File: config.mk
export PLATFORM = sky130hd
export DESIGN_NAME = cspt_clock_sources
export DESIGN_NICKNAME = d
export VERILOG_FILES = /design/src/core/cspt_pkg.sv /design/src/core/cspt_clock_sources.sv
export SDC_FILE = /design/constraint.sdc
export NUM_CORES = 1
export LEC_CHECK = 0
export ABC_AREA = 0
export ABC_CLOCK_PERIOD_IN_PS = 5140
export BUFFER_PORTS_ARGS = -buffer_cell sky130_fd_sc_hd__buf_2
export CORE_MARGIN = 2
export CORE_UTILIZATION = 40
export CTS_CLUSTER_SIZE = 14
export DETAILED_ROUTE_END_ITERATION = 7
export PLACE_DENSITY = 0.66
export SETUP_SLACK_MARGIN = 0.05
export SLEW_MARGIN = 10
export SYNTH_ARGS = -nofsm -noshare
export SYNTH_HDL_FRONTEND = slang
export SYNTH_SLANG_ARGS = --single-unit
export TNS_END_PERCENT = 50
File: constraint.sdc
create_clock -name clk_i -period 5.14 [get_ports clk_i]
set_input_delay 0.514 -clock clk_i [delete_from_list [all_inputs] [get_ports clk_i]]
set_output_delay 0.514 -clock clk_i [all_outputs]
set_load 0.005 [all_outputs]
File: src/core/cspt_pkg.sv
// Constants for the clock sources, PLL and tick wheel block
package cspt_pkg;
  // System clock
  localparam int unsigned CLK_HZ = 100_000_000;
  // Main oscillator range select codes
  localparam logic [2:0] MOSC_3M = 3'h0;
  localparam logic [2:0] MOSC_6M = 3'h1;
  localparam logic [2:0] MOSC_12M = 3'h2;
  localparam logic [2:0] MOSC_24M = 3'h3;
  localparam logic [2:0] MOSC_48M = 3'h4;
  localparam logic [2:0] MOSC_74M = 3'h5;
  localparam int unsigned MOSC_RANGES = 6;
  localparam int unsigned TRIM_W = 8;
  // Reference source select codes
  localparam logic [1:0] SRC_MAIN = 2'h0;
  localparam logic [1:0] SRC_XTAL = 2'h1;
  localparam logic [1:0] SRC_ROUTE = 2'h2;
  // PLL divider widths: 63 input x 64 feedback settings = 4032 ratios
  localparam int unsigned PLL_Q_W = 6;
  localparam int unsigned PLL_P_W = 6;
  localparam logic [PLL_P_W-1:0] PLL_P_MIN = 6'h01;
  localparam int unsigned PLL_RATIOS = 4032;
  localparam int unsigned PLL_FMIN_MHZ = 24;
  localparam int unsigned PLL_FMAX_MHZ = 80;
  // Lock time, longest: exactly 25000 system cycles
  localparam int unsigned LOCK_TIME_US = 250;
  localparam int unsigned LOCK_CYCLES = LOCK_TIME_US * (CLK_HZ / 1_000_000);
  // Slow clock rates in Hz and their tick periods in system cycles
  localparam int unsigned SLOW_1K_HZ = 1_000;
  localparam int unsigned SLOW_33K_HZ = 33_000;
  localparam int unsigned SLOW_100K_HZ = 100_000;
  localparam int unsigned DIV_1K = CLK_HZ / SLOW_1K_HZ;
  localparam int unsigned DIV_33K = CLK_HZ / SLOW_33K_HZ;
  localparam int unsigned DIV_100K = CLK_HZ / SLOW_100K_HZ;
  // Tick wheel
  localparam int unsigned WHEEL_W = 13;
  localparam logic [WHEEL_W-1:0] WHEEL_RST = 13'h0000;
  localparam logic [TRIM_W-1:0] TRIM_RST = 8'h80;
endpackage : cspt_pkg

File: src/core/cspt_clock_sources.sv
// Clock source control, PLL lock tracking, slow clocks and tick wheel
`timescale 1ns/1ps
module cspt_clock_sources
  import cspt_pkg::*;
(
  input wire logic clk_i,
  input wire logic rstn_i,
  input wire logic ce_i,
  input wire logic [2:0] mosc_range_i,
  input wire logic trim_wr_i,
  input wire logic [TRIM_W-1:0] trim_wdata_i,
  input wire logic [1:0] dbl_src_i,
  input wire logic pll_en_i,
  input wire logic [1:0] pll_src_i,
  input wire logic [PLL_Q_W-1:0] pll_q_i,
  input wire logic [PLL_P_W-1:0] pll_p_i,
  input wire logic hibernate_i,
  input wire logic debug_halt_i,
  input wire logic wheel_clr_i,
  input wire logic [WHEEL_W-1:0] wheel_period_i,
  input wire logic [WHEEL_W-1:0] wheel_wake_i,
  input wire logic wake_en_i,
  output logic [2:0] mosc_range_o,
  output logic [TRIM_W-1:0] mosc_trim_o,
  output logic [1:0] dbl_src_o,
  output logic [1:0] pll_src_o,
  output logic [PLL_Q_W-1:0] pll_q_o,
  output logic [PLL_P_W-1:0] pll_p_o,
  output logic pll_lock_o,
  output logic pll_lock_route_o,
  output logic slow_1k_o,
  output logic slow_33k_o,
  output logic slow_100k_o,
  output logic [WHEEL_W-1:0] wheel_count_o,
  output logic wheel_period_o,
  output logic wheel_wake_o
);

  // Per-range trim store; loaded for whichever range is selected
  logic [TRIM_W-1:0] trim_mem_r [MOSC_RANGES];
  logic [2:0] range_r;
  logic [1:0] dbl_src_r;
  logic [1:0] pll_src_r;
  logic [PLL_Q_W-1:0] pll_q_r;
  logic [PLL_P_W-1:0] pll_p_r;
  logic pll_lock_r;
  logic [$clog2(LOCK_CYCLES+1)-1:0] lock_cnt_r;
  logic [$clog2(DIV_1K)-1:0] div1k_r;
  logic [$clog2(DIV_33K)-1:0] div33k_r;
  logic [$clog2(DIV_100K)-1:0] div100k_r;
  logic slow_1k_r;
  logic slow_33k_r;
  logic slow_100k_r;
  logic [WHEEL_W-1:0] wheel_r;
  logic [WHEEL_W-1:0] phase_r;
  logic wheel_period_r;
  logic wheel_wake_r;
  logic [TRIM_W-1:0] trim_out_r;

  // Clamp a select to a legal code so illegal values hold the old one
  function automatic logic src_ok(input logic [1:0] s);
    return (s == SRC_MAIN) || (s == SRC_XTAL) || (s == SRC_ROUTE);
  endfunction : src_ok

  // Selection and decode
  wire range_ok = (mosc_range_i <= MOSC_74M);
  wire [2:0] range_nxt = range_ok ? mosc_range_i : range_r;
  wire [1:0] dbl_src_nxt = src_ok(dbl_src_i) ? dbl_src_i : dbl_src_r;
  wire [1:0] pll_src_nxt = src_ok(pll_src_i) ? pll_src_i : pll_src_r;
  // Input divider zero is not a legal ratio; 64 x 63 settings remain
  wire [PLL_P_W-1:0] pll_p_nxt = (pll_p_i >= PLL_P_MIN) ? pll_p_i : pll_p_r;
  wire [PLL_Q_W-1:0] pll_q_nxt = pll_q_i;
  wire pll_cfg_chg = (pll_src_nxt != pll_src_r) || (pll_q_nxt != pll_q_r) || (pll_p_nxt != pll_p_r);
  wire lock_done = (lock_cnt_r == LOCK_CYCLES[$bits(lock_cnt_r)-1:0]);
  wire wheel_run = !hibernate_i && !debug_halt_i;
  wire tick_1k = (div1k_r == DIV_1K[$bits(div1k_r)-1:0] - 1'b1);
  wire wheel_step = tick_1k && wheel_run;
  wire [WHEEL_W-1:0] wheel_inc = wheel_r + 1'b1;
  wire period_hit = (wheel_period_i != WHEEL_RST) && (phase_r == wheel_period_i - 1'b1);

  // Configuration registers
  always_ff @(posedge clk_i or negedge rstn_i) begin
    if (!rstn_i) begin
      range_r <= MOSC_3M;
      dbl_src_r <= SRC_MAIN;
      pll_src_r <= SRC_MAIN;
      pll_q_r <= '0;
      pll_p_r <= PLL_P_MIN;
    end else if (ce_i) begin
      range_r <= range_nxt;
      dbl_src_r <= dbl_src_nxt;
      pll_src_r <= pll_src_nxt;
      pll_q_r <= pll_q_nxt;
      pll_p_r <= pll_p_nxt;
    end
  end

  // Trim store written for the currently selected range
  always_ff @(posedge clk_i or negedge rstn_i) begin
    if (!rstn_i) begin
      for (int i = 0; i < MOSC_RANGES; i++) begin
        trim_mem_r[i] <= TRIM_RST;
      end
      trim_out_r <= TRIM_RST;
    end else if (ce_i) begin
      if (trim_wr_i) begin
        trim_mem_r[range_r] <= trim_wdata_i;
      end
      trim_out_r <= trim_mem_r[range_nxt];
    end
  end

  // Lock tracking: restart on disable or any PLL source or divider change
  always_ff @(posedge clk_i or negedge rstn_i) begin
    if (!rstn_i) begin
      lock_cnt_r <= '0;
      pll_lock_r <= 1'b0;
    end else if (ce_i) begin
      if (!pll_en_i || pll_cfg_chg) begin
        lock_cnt_r <= '0;
        pll_lock_r <= 1'b0;
      end else if (!lock_done) begin
        lock_cnt_r <= lock_cnt_r + 1'b1;
      end else begin
        pll_lock_r <= 1'b1;
      end
    end
  end

  // Slow clocks: half-period toggles give an even duty cycle
  always_ff @(posedge clk_i or negedge rstn_i) begin
    if (!rstn_i) begin
      div1k_r <= '0;
      div33k_r <= '0;
      div100k_r <= '0;
      slow_1k_r <= 1'b0;
      slow_33k_r <= 1'b0;
      slow_100k_r <= 1'b0;
    end else if (ce_i) begin
      div1k_r <= tick_1k ? '0 : div1k_r + 1'b1;
      if (div1k_r == DIV_1K[$bits(div1k_r)-1:0] / 2 - 1'b1 || tick_1k) begin
        slow_1k_r <= ~slow_1k_r;
      end
      if (div33k_r == DIV_33K[$bits(div33k_r)-1:0] / 2 - 1'b1) begin
        div33k_r <= '0;
        slow_33k_r <= ~slow_33k_r;
      end else begin
        div33k_r <= div33k_r + 1'b1;
      end
      if (div100k_r == DIV_100K[$bits(div100k_r)-1:0] / 2 - 1'b1) begin
        div100k_r <= '0;
        slow_100k_r <= ~slow_100k_r;
      end else begin
        div100k_r <= div100k_r + 1'b1;
      end
    end
  end

  // Tick wheel and its events; clear wins over a step in the same cycle
  always_ff @(posedge clk_i or negedge rstn_i) begin
    if (!rstn_i) begin
      wheel_r <= WHEEL_RST;
      phase_r <= WHEEL_RST;
      wheel_period_r <= 1'b0;
      wheel_wake_r <= 1'b0;
    end else if (ce_i) begin
      wheel_period_r <= 1'b0;
      wheel_wake_r <= 1'b0;
      if (wheel_clr_i) begin
        wheel_r <= WHEEL_RST;
        phase_r <= WHEEL_RST;
      end else if (wheel_step) begin
        wheel_r <= wheel_inc;
        phase_r <= period_hit ? WHEEL_RST : phase_r + 1'b1;
        wheel_period_r <= period_hit;
        wheel_wake_r <= wake_en_i && (wheel_inc == wheel_wake_i);
      end
    end
  end

  assign mosc_range_o = range_r;
  assign mosc_trim_o = trim_out_r;
  assign dbl_src_o = dbl_src_r;
  assign pll_src_o = pll_src_r;
  assign pll_q_o = pll_q_r;
  assign pll_p_o = pll_p_r;
  assign pll_lock_o = pll_lock_r;
  assign pll_lock_route_o = pll_lock_r;
  assign slow_1k_o = slow_1k_r;
  assign slow_33k_o = slow_33k_r;
  assign slow_100k_o = slow_100k_r;
  assign wheel_count_o = wheel_r;
  assign wheel_period_o = wheel_period_r;
  assign wheel_wake_o = wheel_wake_r;

  // Lock must fall the cycle after disable
  AST_LOCK_OFF: assert property (@(posedge clk_i) disable iff (!rstn_i)
    ce_i && !pll_en_i |=> !pll_lock_o)
    else $error("lock held while disabled");
  // Lock never rises sooner than the lock count after a restart
  AST_LOCK_RISE: assert property (@(posedge clk_i) disable iff (!rstn_i)
    $rose(pll_lock_o) |-> lock_done)
    else $error("lock rose early");
  // Routed lock tracks status bit
  AST_LOCK_ROUTE: assert property (@(posedge clk_i) disable iff (!rstn_i)
    pll_lock_route_o == pll_lock_o)
    else $error("routed lock differs");
  // Wheel clear gives zero next
  AST_WHEEL_CLR: assert property (@(posedge clk_i) disable iff (!rstn_i)
    ce_i && wheel_clr_i |=> wheel_count_o == WHEEL_RST)
    else $error("wheel not cleared");
  // Wheel frozen while halted
  AST_WHEEL_HALT: assert property (@(posedge clk_i) disable iff (!rstn_i)
    (hibernate_i || debug_halt_i) && !wheel_clr_i |=> $stable(wheel_count_o))
    else $error("wheel ran halted");
  // Wheel steps by one or wraps
  AST_WHEEL_STEP: assert property (@(posedge clk_i) disable iff (!rstn_i)
    ce_i && wheel_step && !wheel_clr_i |=> wheel_count_o == $past(wheel_count_o) + 13'h0001)
    else $error("wheel bad step");
  // Max value wraps to zero
  AST_WHEEL_WRAP: assert property (@(posedge clk_i) disable iff (!rstn_i)
    ce_i && wheel_step && !wheel_clr_i && wheel_count_o == 13'h1FFF |=> wheel_count_o == 13'h0000)
    else $error("wheel no wrap");
  // Wake pulse only when count matches
  AST_WAKE: assert property (@(posedge clk_i) disable iff (!rstn_i)
    wheel_wake_o |-> wheel_count_o == $past(wheel_wake_i))
    else $error("wake mismatch");
  // Main range stays legal
  AST_RANGE: assert property (@(posedge clk_i) disable iff (!rstn_i)
    mosc_range_o <= MOSC_74M)
    else $error("illegal range");
  // Slow 100k toggles on its count
  AST_SLOW: assert property (@(posedge clk_i) disable iff (!rstn_i)
    $changed(slow_100k_o) |-> $past(div100k_r) == DIV_100K[$bits(div100k_r)-1:0] / 2 - 1'b1)
    else $error("100k bad toggle");
  // Slow 33k toggles only at its half count
  AST_SLOW_33K: assert property (@(posedge clk_i) disable iff (!rstn_i)
    $changed(slow_33k_o) |-> $past(div33k_r) == DIV_33K[$bits(div33k_r)-1:0] / 2 - 1'b1)
    else $error("33k bad toggle");
  // Slow 1k toggles at half count or at the wrap tick
  AST_SLOW_1K: assert property (@(posedge clk_i) disable iff (!rstn_i)
    $changed(slow_1k_o) |-> $past(div1k_r) == DIV_1K[$bits(div1k_r)-1:0] / 2 - 1'b1 || $past(tick_1k))
    else $error("1k bad toggle");
  // A legal reconfiguration drops lock next cycle
  AST_LOCK_CHG: assert property (@(posedge clk_i) disable iff (!rstn_i)
    ce_i && pll_en_i && pll_cfg_chg |=> !pll_lock_o)
    else $error("lock held across change");
  // Full count with steady settings sets lock
  AST_LOCK_SET: assert property (@(posedge clk_i) disable iff (!rstn_i)
    ce_i && pll_en_i && !pll_cfg_chg && lock_done |=> pll_lock_o)
    else $error("lock not set");
  // Lock only stands while the count is full
  AST_LOCK_FULL: assert property (@(posedge clk_i) disable iff (!rstn_i)
    pll_lock_o |-> lock_done)
    else $error("lock without full count");
  // Legal range codes are taken next cycle
  AST_RANGE_TAKE: assert property (@(posedge clk_i) disable iff (!rstn_i)
    ce_i && range_ok |=> mosc_range_o == $past(mosc_range_i))
    else $error("range not taken");
  // Illegal range codes leave the range alone
  AST_RANGE_HOLD: assert property (@(posedge clk_i) disable iff (!rstn_i)
    ce_i && !range_ok |=> $stable(mosc_range_o))
    else $error("illegal range taken");
  // Refused doubler source leaves the source alone
  AST_DBL_HOLD: assert property (@(posedge clk_i) disable iff (!rstn_i)
    ce_i && !src_ok(dbl_src_i) |=> $stable(dbl_src_o))
    else $error("doubler source refused code taken");
  // Refused reference source leaves the source alone
  AST_SRC_HOLD: assert property (@(posedge clk_i) disable iff (!rstn_i)
    ce_i && !src_ok(pll_src_i) |=> $stable(pll_src_o))
    else $error("reference refused code taken");
  // Zero input divider is refused
  AST_P_HOLD: assert property (@(posedge clk_i) disable iff (!rstn_i)
    ce_i && pll_p_i < PLL_P_MIN |=> $stable(pll_p_o))
    else $error("zero divider taken");
  // Feedback divider takes any value next cycle
  AST_Q_TAKE: assert property (@(posedge clk_i) disable iff (!rstn_i)
    ce_i |=> pll_q_o == $past(pll_q_i))
    else $error("feedback divider not taken");
  // Wheel moves only on a 1 kHz tick or a clear
  AST_WHEEL_IDLE: assert property (@(posedge clk_i) disable iff (!rstn_i)
    ce_i && !wheel_clr_i && !wheel_step |=> $stable(wheel_count_o))
    else $error("wheel moved between ticks");
  // Wake pulse needs the enable
  AST_WAKE_EN: assert property (@(posedge clk_i) disable iff (!rstn_i)
    wheel_wake_o |-> $past(wake_en_i))
    else $error("wake without enable");
  // Period pulse only comes with a wheel step
  AST_PERIOD_STEP: assert property (@(posedge clk_i) disable iff (!rstn_i)
    wheel_period_o |-> wheel_count_o != $past(wheel_count_o))
    else $error("period pulse without step");
  // Low enable freezes the state behind the outputs
  AST_FREEZE: assert property (@(posedge clk_i) disable iff (!rstn_i)
    !ce_i |=> $stable(wheel_count_o) && $stable(pll_lock_o) && $stable(mosc_trim_o) && $stable(slow_1k_o))
    else $error("state moved with enable low");

endmodule : cspt_clock_sources

# After elaboration in Yosys (flattened, before gate mapping)
# Index checks and enable logic that the tools add are counted.
[word_totals] in_bits=62 output_inout_bits=47 wordCells=110 register_bits=161
[classes] n_lt_le_gt_ge=5 addsub=7 n_reduce_logical=29 eq_ne=15 bitwise_logic=5 n_mux=25
[ops] operator="$mux W13" n=5
[ops] operator="$bwmux W48" n=1
[ops] operator="$mux W15" n=2
[ops] operator="$add A13 B1 Y13 const B" n=2
[ops] operator="$eq A13 B13 Y1" n=2
[ops] operator="$bmux W8 S3" n=1
[ops] operator="$demux W8 S3" n=1
[ops] operator="$mux W8" n=3
[ops] operator="$add A17 B1 Y17 const B" n=1
[ops] operator="$eq A17 B16 Y1 const B" n=1
[ops] operator="$eq A17 B17 Y1 const B" n=1
[ops] operator="$mux W17" n=1
[ops] operator="$reduce_and A2 Y1" n=8
[ops] operator="$add A15 B1 Y15 const B" n=1
[ops] operator="$eq A15 B15 Y1 const B" n=1
[ops] operator="$reduce_bool A13 Y1" n=1
[ops] operator="$sub A13 B1 Y13 const B" n=1
[ops] operator="$add A12 B1 Y12 const B" n=1
[ops] operator="$eq A12 B11 Y1 const B" n=1
[ops] operator="$mux W12" n=1
[ops] operator="$ne A6 B6 Y1" n=2
[ops] operator="$add A10 B1 Y10 const B" n=1
[ops] operator="$eq A10 B9 Y1 const B" n=1
[ops] operator="$mux W10" n=1
[ops] operator="other kinds (19)" n=45

# Logic depth before layout (Yosys ltp)
# Gate-level depths: netlist of run 1.
[depth] depth_word=10 depth_mapped=11 ltp_nobuf=9

# Worst setup path after synthesis of run 1
# OpenSTA, ideal clock, no wires.
[synth_path] kind="input to register" from="input wheel_period_i[0]" to="register phase_r[4]" slack_ps=1978 path_stages=11 setup_time_ps=118 arrival_ps=3044 path_buffers=2 required_time_ps=5022 cell_sequence="inv_1 -> ha_1 -> clkbuf_1 -> or4b_2 -> nor4b_1 -> xnor2_1 -> nand3_1 -> o41ai_4 -> buf_6 -> o21bai_1 -> a21o_1"
[synth_between] elab_chain_len=6 word_cells_on_any_way=7 classes_between="add/sub: 1; eq/ne: 1; mux: 3; reduce/logical: 2"
[synth_rtl] item="start: declaration" line_no="cspt_clock_sources.sv:20" rtl="input wire logic [WHEEL_W-1:0] wheel_period_i,"
[synth_rtl] item="$sub A13 B1 Y13" line_no="cspt_clock_sources.sv:79" rtl="wire period_hit = (wheel_period_i != WHEEL_RST) && (phase_r == wheel_period_i - 1'b1);"
[synth_rtl] item="$eq A13 B13 Y1" line_no="cspt_clock_sources.sv:79"
[synth_rtl] item="$logic_and A1 B1 Y1 *" line_no="cspt_clock_sources.sv:79"
[synth_rtl] item="$mux W13 *" line_no="cspt_clock_sources.sv:174" rtl="phase_r <= period_hit ? WHEEL_RST : phase_r + 1'b1;"
[synth_rtl] item="$mux W13 *" line_no="cspt_clock_sources.sv:172" rtl="end else if (wheel_step) begin"
[synth_rtl] item="$mux W13 *" line_no="cspt_clock_sources.sv:169" rtl="if (wheel_clr_i) begin"
[synth_rtl] item="end signal: assignment" line_no="cspt_clock_sources.sv:174"
[synth_rtl] item="end: declaration" line_no="cspt_clock_sources.sv:55" rtl="logic [WHEEL_W-1:0] phase_r;"
# Mark *: on every way between the ends. The rest lies on a longest branch, timed or not. The select of a mux whose other input is x is not followed.
# A chain may end at the register's enable or synchronous reset.

# Worst setup path in the final report of run 1
[layout_path] from="input wheel_period_i[0]" to="register phase_r[3]"
# The elaborated chain is that of the path after synthesis.

==> results of run 1 <==
power breakdown:
part           total [mW]  internal, mW  switching (mW)
Sequential           1.69          1.52           0.171
Combinational       0.567         0.319           0.248
Clock                1.30         0.792           0.511
Total                3.56          2.63           0.930
worst max-delay path, stage by stage:
cell and delay, ns:
buf_2 0.13, inv_1 0.06, ha_1 0.31, or4b_2 0.65, nor4b_1 0.32, xnor2_1 0.16
nand3_1 0.15, o41ai_4 0.85, o21bai_1 0.16, a21o_1 0.20
flip-flops by register name, summed over array words and instances, names as in the netlist, 6 cells and up:
signal	cells
div100k_r	10
div1k_r	17
div33k_r	12
lock_cnt_r	15
mosc_trim_o	8
phase_r	13
pll_p_o	6
pll_q_o	6
trim_mem_r	48
wheel_count_o	13
cell usage after synthesis (all sizes together), types with 5 or more instances:
cell type	number
mux4	8
ha	9
a21o	11
nand4	17
mux2i	10
o31ai	9
mux2	55
or2	6
nor3b	6
xnor2	43
inv	22
clkbuf	26
a22o	8
or3	10
nand2	59
nor3	9
dfrtp	153
nor4	12
dfstp	8
nand3	33
or4	11
a21oi	14
and4	7
o21bai	6
xor2	38
nor2	102
and3	15
a221o	10
o21ai	50
and2	5
final timing paths:
check	depth (start not counted)	slack [ns]	startpoint	end
max in group asynchronous	2	3.99	rstn_i	wheel_count_o[0]
min reg2reg	1	0.47	slow_100k_o	slow_100k_o
max reg2reg	6	2.00	div1k_r[12]	wheel_count_o[9]
max	10	1.95	wheel_period_i[0]	phase_r[3]
min	1	0.17	rstn_i	pll_q_o[1]
min in group clk_i	2	0.34	pll_q_i[2]	pll_q_o[2]
cells by family after synthesis:
family	share of synthesized area (%)
AND/OR/NAND/NOR	19.0
flip-flops	47.5
AO/OA/AOI/OAI	10.8
XOR/XNOR	8.35
multiplexers	10.6
buffers and inverters	2.39
adder cells (fa/ha/maj)	1.33
per-layer routing:
layer,global-route usage [%],vias up
met4,5.05,0
met5,0,-
met3,4.15,22
met2,28.8,145
li1,-,3169
met1,22.8,3213
layout make-up:
class / instances / area share, %
repair buffers: 116 / 6.10
well taps: 275 / 3.46
clock buffers: 20 / 4.59
flip-flops and latches: 161 / 40.6
clock inverters: 12 / 1.57
inverters: 22 / 0.830
multi-input cells: 611 / 42.8
==> impl_results.md, run 1 <==
* Register area at around 4000 sq um
* Met3 wire len at between 700 and 800 um
* EDFF count, synth at 0
* Final Net Count at 1000
* TritonCTS clock tree: built
* Yosys warns at 0
* Yosys reg bits at between 150 and 200
* Root buf cell: clkbuf_16
* Leak pwr at approximately 4.4 nW
* Number of global-route vias before repair at about 6300
* CP Max Fanout at 18
* Syn-to-layout area delta at 17.1%
* Routed len/inst at approximately 15 um
* Final wirelength at 18900 um
* Top Metal Used: met4
* Post-Synthesis Cell Area at 8500 sq um
* Die Wd at 150 um
* I/O pin total at around 110
* Die Y at ~150 um
* Initial antenna violation count at 0
* Clk_skew at ~0.0084 ns
* TNS Setup at 0 ns
* Setup crit end kind: flop
* Row count at 53
* Post-Syn Area per Cell at between 10 and 15 sq um
* Slew Viols, Final at 0
* Clock Path Buffers at 2
* Post-CTS setup buffers at 0
* Setup violations, final at 0
* RSZ-0062 raised after global routing: no
* Final Hold Viols at 0
* Placed cell areas at between 9000 and 10000 sq um
* Post-Layout Cell Count at between 1000 and 1500
* Worst IR Drop VDD at approximately 0.00028 V
* Final setup margin at ~2 ns
* GPL Wtd Cong at around 0.84
* Vias/cell at approximately 5.4
* Synth area leaders: dfrtp_1, mux2_2, nor2_1
* P per Cell Area at 358 nW/um^2
* Status: finished, final reports clean
* Cts hold-fix bufs at 0
* Most frequent cells in the layout: dfrtp_1, buf_2, nor2_1
* Max-cap viol count at 0
* Final core utilization at 47.5%
* Worst min-delay path class: in2async
* Area share of the largest cell type after synthesis at approximately 45%
* DR iter-0 viols at between 300 and 400
* Total Routing Usage GR at between 10% and 20%
* Post-layout min period at ~3.2 ns
* Unique masters post-synth at 59
* Sequential fraction of the synthesis area at between 40% and 50%
* Layout filler cell count at a little over 2000
* Multi-input combinational cell area at around 4300 sq um
* Dominant cell type by area after synthesis: dfrtp_1
* Clk Latency, worst-skew pair at 0.42 ns
* DP Worst Slack at roughly 1.5 ns
* # port buffers at ~110
* CTS clk-pin slew, worst paths at roughly 0.06 ns
* Die area at ~22000 sq um
* Setup CP Type: in2reg
* Final Cell Area at 9950 sq um
* DR WL met2 at 9170 um
* Syn_nets at ~890
* M1 wire length at just under 9000 um
* Critical Path AT at 3.50 ns
* Final HPWL DP at about 13000 um
* GRT overflow at 0
* DRC at 0
* Ys async rst share at 100%
* Hold slack at about 0.17 ns
* Vias at between 6000 and 7000
* Startpoint Class: primary input
* TritonCTS Buffers at 17
* First-pass GRT wire length at a little over 30000 um
* Least-Margin Pin Slew at ~1.2 ns
* H-tree levels at 4
* Crit share post-route at around 62%
* FMAX at 313 MHz
* Total power at about 3.6 mW
* Clk sink count at roughly 160
* Worst rel slew slack at about 22%
* Layout cell share with drive strength beyond 1 at between 20% and 30%
* Initial core utilization at between 40% and 50%
* Most common cell after layout, fill and taps aside: dfrtp_1
* Worst EP required at between 5 and 6 ns
* Gate Count Post-Synth at between 800 and 900
* Cells after DPL at around 1200
* Post-synth top flop: dfrtp_1
* Largest net degree at the start of global routing at 104
* Cts repair resizes at 0
* Ant. Diodes at 0
* Routed Antenna Nets at 0
* Core area at 21000 sq um
* 1st-pass router iterations at 5
(Power assumes the default switching activity.)
==> inputs of run 2 (changes only) <==
--- a/config.mk
+++ b/config.mk
@@ -6,13 +6,13 @@
 export NUM_CORES = 1
 export LEC_CHECK = 0
 export ABC_AREA = 0
-export ABC_CLOCK_PERIOD_IN_PS = 5140
+export ABC_CLOCK_PERIOD_IN_PS = 2900
 export BUFFER_PORTS_ARGS = -buffer_cell sky130_fd_sc_hd__buf_2
 export CORE_MARGIN = 2
 export CORE_UTILIZATION = 40
 export CTS_CLUSTER_SIZE = 14
 export DETAILED_ROUTE_END_ITERATION = 7
-export PLACE_DENSITY = 0.66
+export PLACE_DENSITY = 0.68
 export SETUP_SLACK_MARGIN = 0.05
 export SLEW_MARGIN = 10
 export SYNTH_ARGS = -nofsm -noshare
==> constraint.sdc (replaced) <==
create_clock -name clk_i -period 2.9 [get_ports clk_i]
set_input_delay 0.29 -clock clk_i [delete_from_list [all_inputs] [get_ports clk_i]]
set_output_delay 0.29 -clock clk_i [all_outputs]
set_load 0.005 [all_outputs]
==> run 2 against run 1 <==
- combinational power rose by 83%
- count of clock-buffer cells in the layout up 2
- sequential share of layout area fell by 0.93 points
- critical path type is now reg2reg
- critical endpoint is now wheel_count_o[8]
==> impl_results.md, run 2 (synthesized netlist as in run 1, its figures left out) <==
* Status: finished, final reports clean
* Final Cell Area at 10200 sq um
* Max-cap viol count at 0
* Final Hold Viols at 0
* Top cell by count, worst path: or4_1
* Most common cell after layout, fill and taps aside: dfrtp_1
* Clock Path Buffers at 2
* Vias/cell at roughly 5.3
* Crit-path max cell delay at about 0.62 ns
* Clk Latency, worst-skew pair at between 0.4 and 0.5 ns
* Row count at 53
* Critical-path cell list: or4_1 > or4_1 > or4_1 > buf_4 > nor2_1 > o21ai_0 > o31ai_1
* Die Wd at between 100 and 150 um
* TritonCTS Buffers at 17
* Root buf cell: clkbuf_16
* Initial core utilization at slightly above 40%
* Worst EP required at approximately 3.2 ns
* Die area at 22400 sq um
* CP Max Fanout at 14
* Syn-to-layout area delta at 19.8%
* Combinational share of power at between 10% and 20%
* Largest regs: trim_mem_r (48), div1k_r (17), lock_cnt_r (15)
* Leak pwr at approximately 4.6 nW
* Setup violations, final at 0
* 1st-pass router iterations at 5
* Die Y at 150 um
* DRC at 0
* Total Routing Usage GR at ~18%
* Critical Path AT at slightly above 3 ns
* CTS clk-pin slew, worst paths at roughly 0.060 ns
* H-tree levels at 4
* Initial antenna violation count at 0
* Seq pwr share at around 48%
* Worst min-delay path class: in2reg
* RSZ-0062 raised after global routing: no
* Switching Fraction at a little over a quarter
* Clock share of power at 35.5%
* Clk_skew at ~0.013 ns
* Final Net Count at about 1000
* Pint at 4.58 mW
* Max reg flops at 48
* Critical-path top delay cell: or4_1
* Startpoint Class: flop
* Core area at 21000 sq um
* Largest net degree at the start of global routing at between 80 and 90
* Vias at 6649
* I/O pin total at around 110
* Ant. Diodes at 0
* Multi-input combinational cell area at between 4000 and 5000 sq um
* GRT overflow at 0
* Setup crit end kind: flop
* Biggest register: trim_mem_r
* Register area at approximately 4000 sq um
* Final wirelength at 19000 um
* Post-CTS setup buffers at 0
* Worst IR Drop VDD at 0.000463 V
* Post-layout min period at about 2.7 ns
* Clk sink count at 161
* Routed len/inst at around 15 um
* Slew Viols, Final at 0
* P per Cell Area at 614 nW/um^2
* Worst rel slew slack at 51.9%
* Crit share post-route at between 90% and 100%
* Least-Margin Pin Slew at 0.722 ns
* Layout filler cell count at 1940
* Routed Antenna Nets at 0
* # port buffers at roughly 110
* TritonCTS clock tree: built
* Number of global-route vias before repair at 6473
* Sw power at 1.67 mW
* Layout cell share with drive strength beyond 1 at roughly 27%
* FMAX at 370 MHz
* TNS Setup at 0 ns
* Setup CP Type: reg2reg
* Final HPWL DP at approximately 13000 um
* Most frequent cells in the layout: dfrtp_1, buf_2, nor2_1
* DR iter-0 viols at 294
* First-pass GRT wire length at roughly 32000 um
* Placed cell areas at around 9600 sq um
* GPL Wtd Cong at just under 0.9
-- run 2: area by class of cell --
cell class                 count  share of cell area [%]
clock inverter                10                    1.27
clock buffer                  22                    4.46
inverter                      22                   0.811
timing repair buffer         145                    8.49
multi-input combinational    611                    41.9
tap                          275                    3.38
sequential                   161                    39.7
-- run 2: timing repair --
action,4_1_cts,5_1_grt
setup endpoints to repair,0,16
hold buffers,1,0
endpoints found under the hold margin,72,0
gates resized for setup,0,2
-- run 2: routing by layer --
layer / track usage, % / up-vias / share of wire, %
li1: - / 3239 / -
met1: 24.4 / 3254 / 47
met2: 28.1 / 125 / 48
met3: 3.02 / 31 / 3.3
met4: 5.75 / 0 / 1.7
met5: 0 / - / 0
-- run 2: worst paths after layout --
| check | start | end | slack [ns] | cells past startpoint |
|---|---|---|---|---|
| worst max-delay path | div1k_r[13] | wheel_count_o[8] | 0.20 | 7 |
| worst min-delay path | pll_q_i[2] | pll_q_o[2] | 0.12 | 2 |
| worst max register to register | div1k_r[13] | wheel_count_o[8] | 0.20 | 7 |
| worst min register to register | slow_1k_o | slow_1k_o | 0.47 | 1 |
| max in group asynchronous | rstn_i | wheel_count_o[7] | 1.54 | 3 |
| min in group asynchronous | rstn_i | trim_mem_r[20] | 0.47 | 2 |
-- run 2: through the flow --
stage	total power [mW]	instances	setup slack, ns	hold slack [ns]	utilization (%)
after floorplan	3.66	823	0.0792	-0.00559	-
final	6.26	1246	0.197	0.116	48.6
after global routing	6.58	1246	0.0611	0.104	48.6
after global placement	4.02	1213	0.0811	0.388	45.7
after CTS	6.32	1246	0.0757	0.0956	48.5
after detailed placement	4.07	1213	0.0462	0.384	45.7
-- run 2: power groups by stage --
| stage | sequential [mW] | clock [mW] | combinational, mW |
|---|---|---|---|
| 3_5_place_dp | 3.03 | 0 | 1.04 |
| 4_1_cts | 3.00 | 2.27 | 1.05 |
| 5_1_grt | 3.06 | 2.36 | 1.16 |
| 3_3_place_gp | 3.02 | 0 | 1.01 |
| 6_report | 3.00 | 2.22 | 1.04 |
| 2_1_floorplan | 2.94 | 0 | 0.720 |
-- run 2: worst max-delay path: cells and delay by family (launching register included) --
| kind | cells | cell delay [ns] |
|---|---|---|
| simple gates | 4 | 1.83 |
| flops | 1 | 0.41 |
| compound gates | 2 | 0.17 |
| buf+inv | 1 | 0.21 |
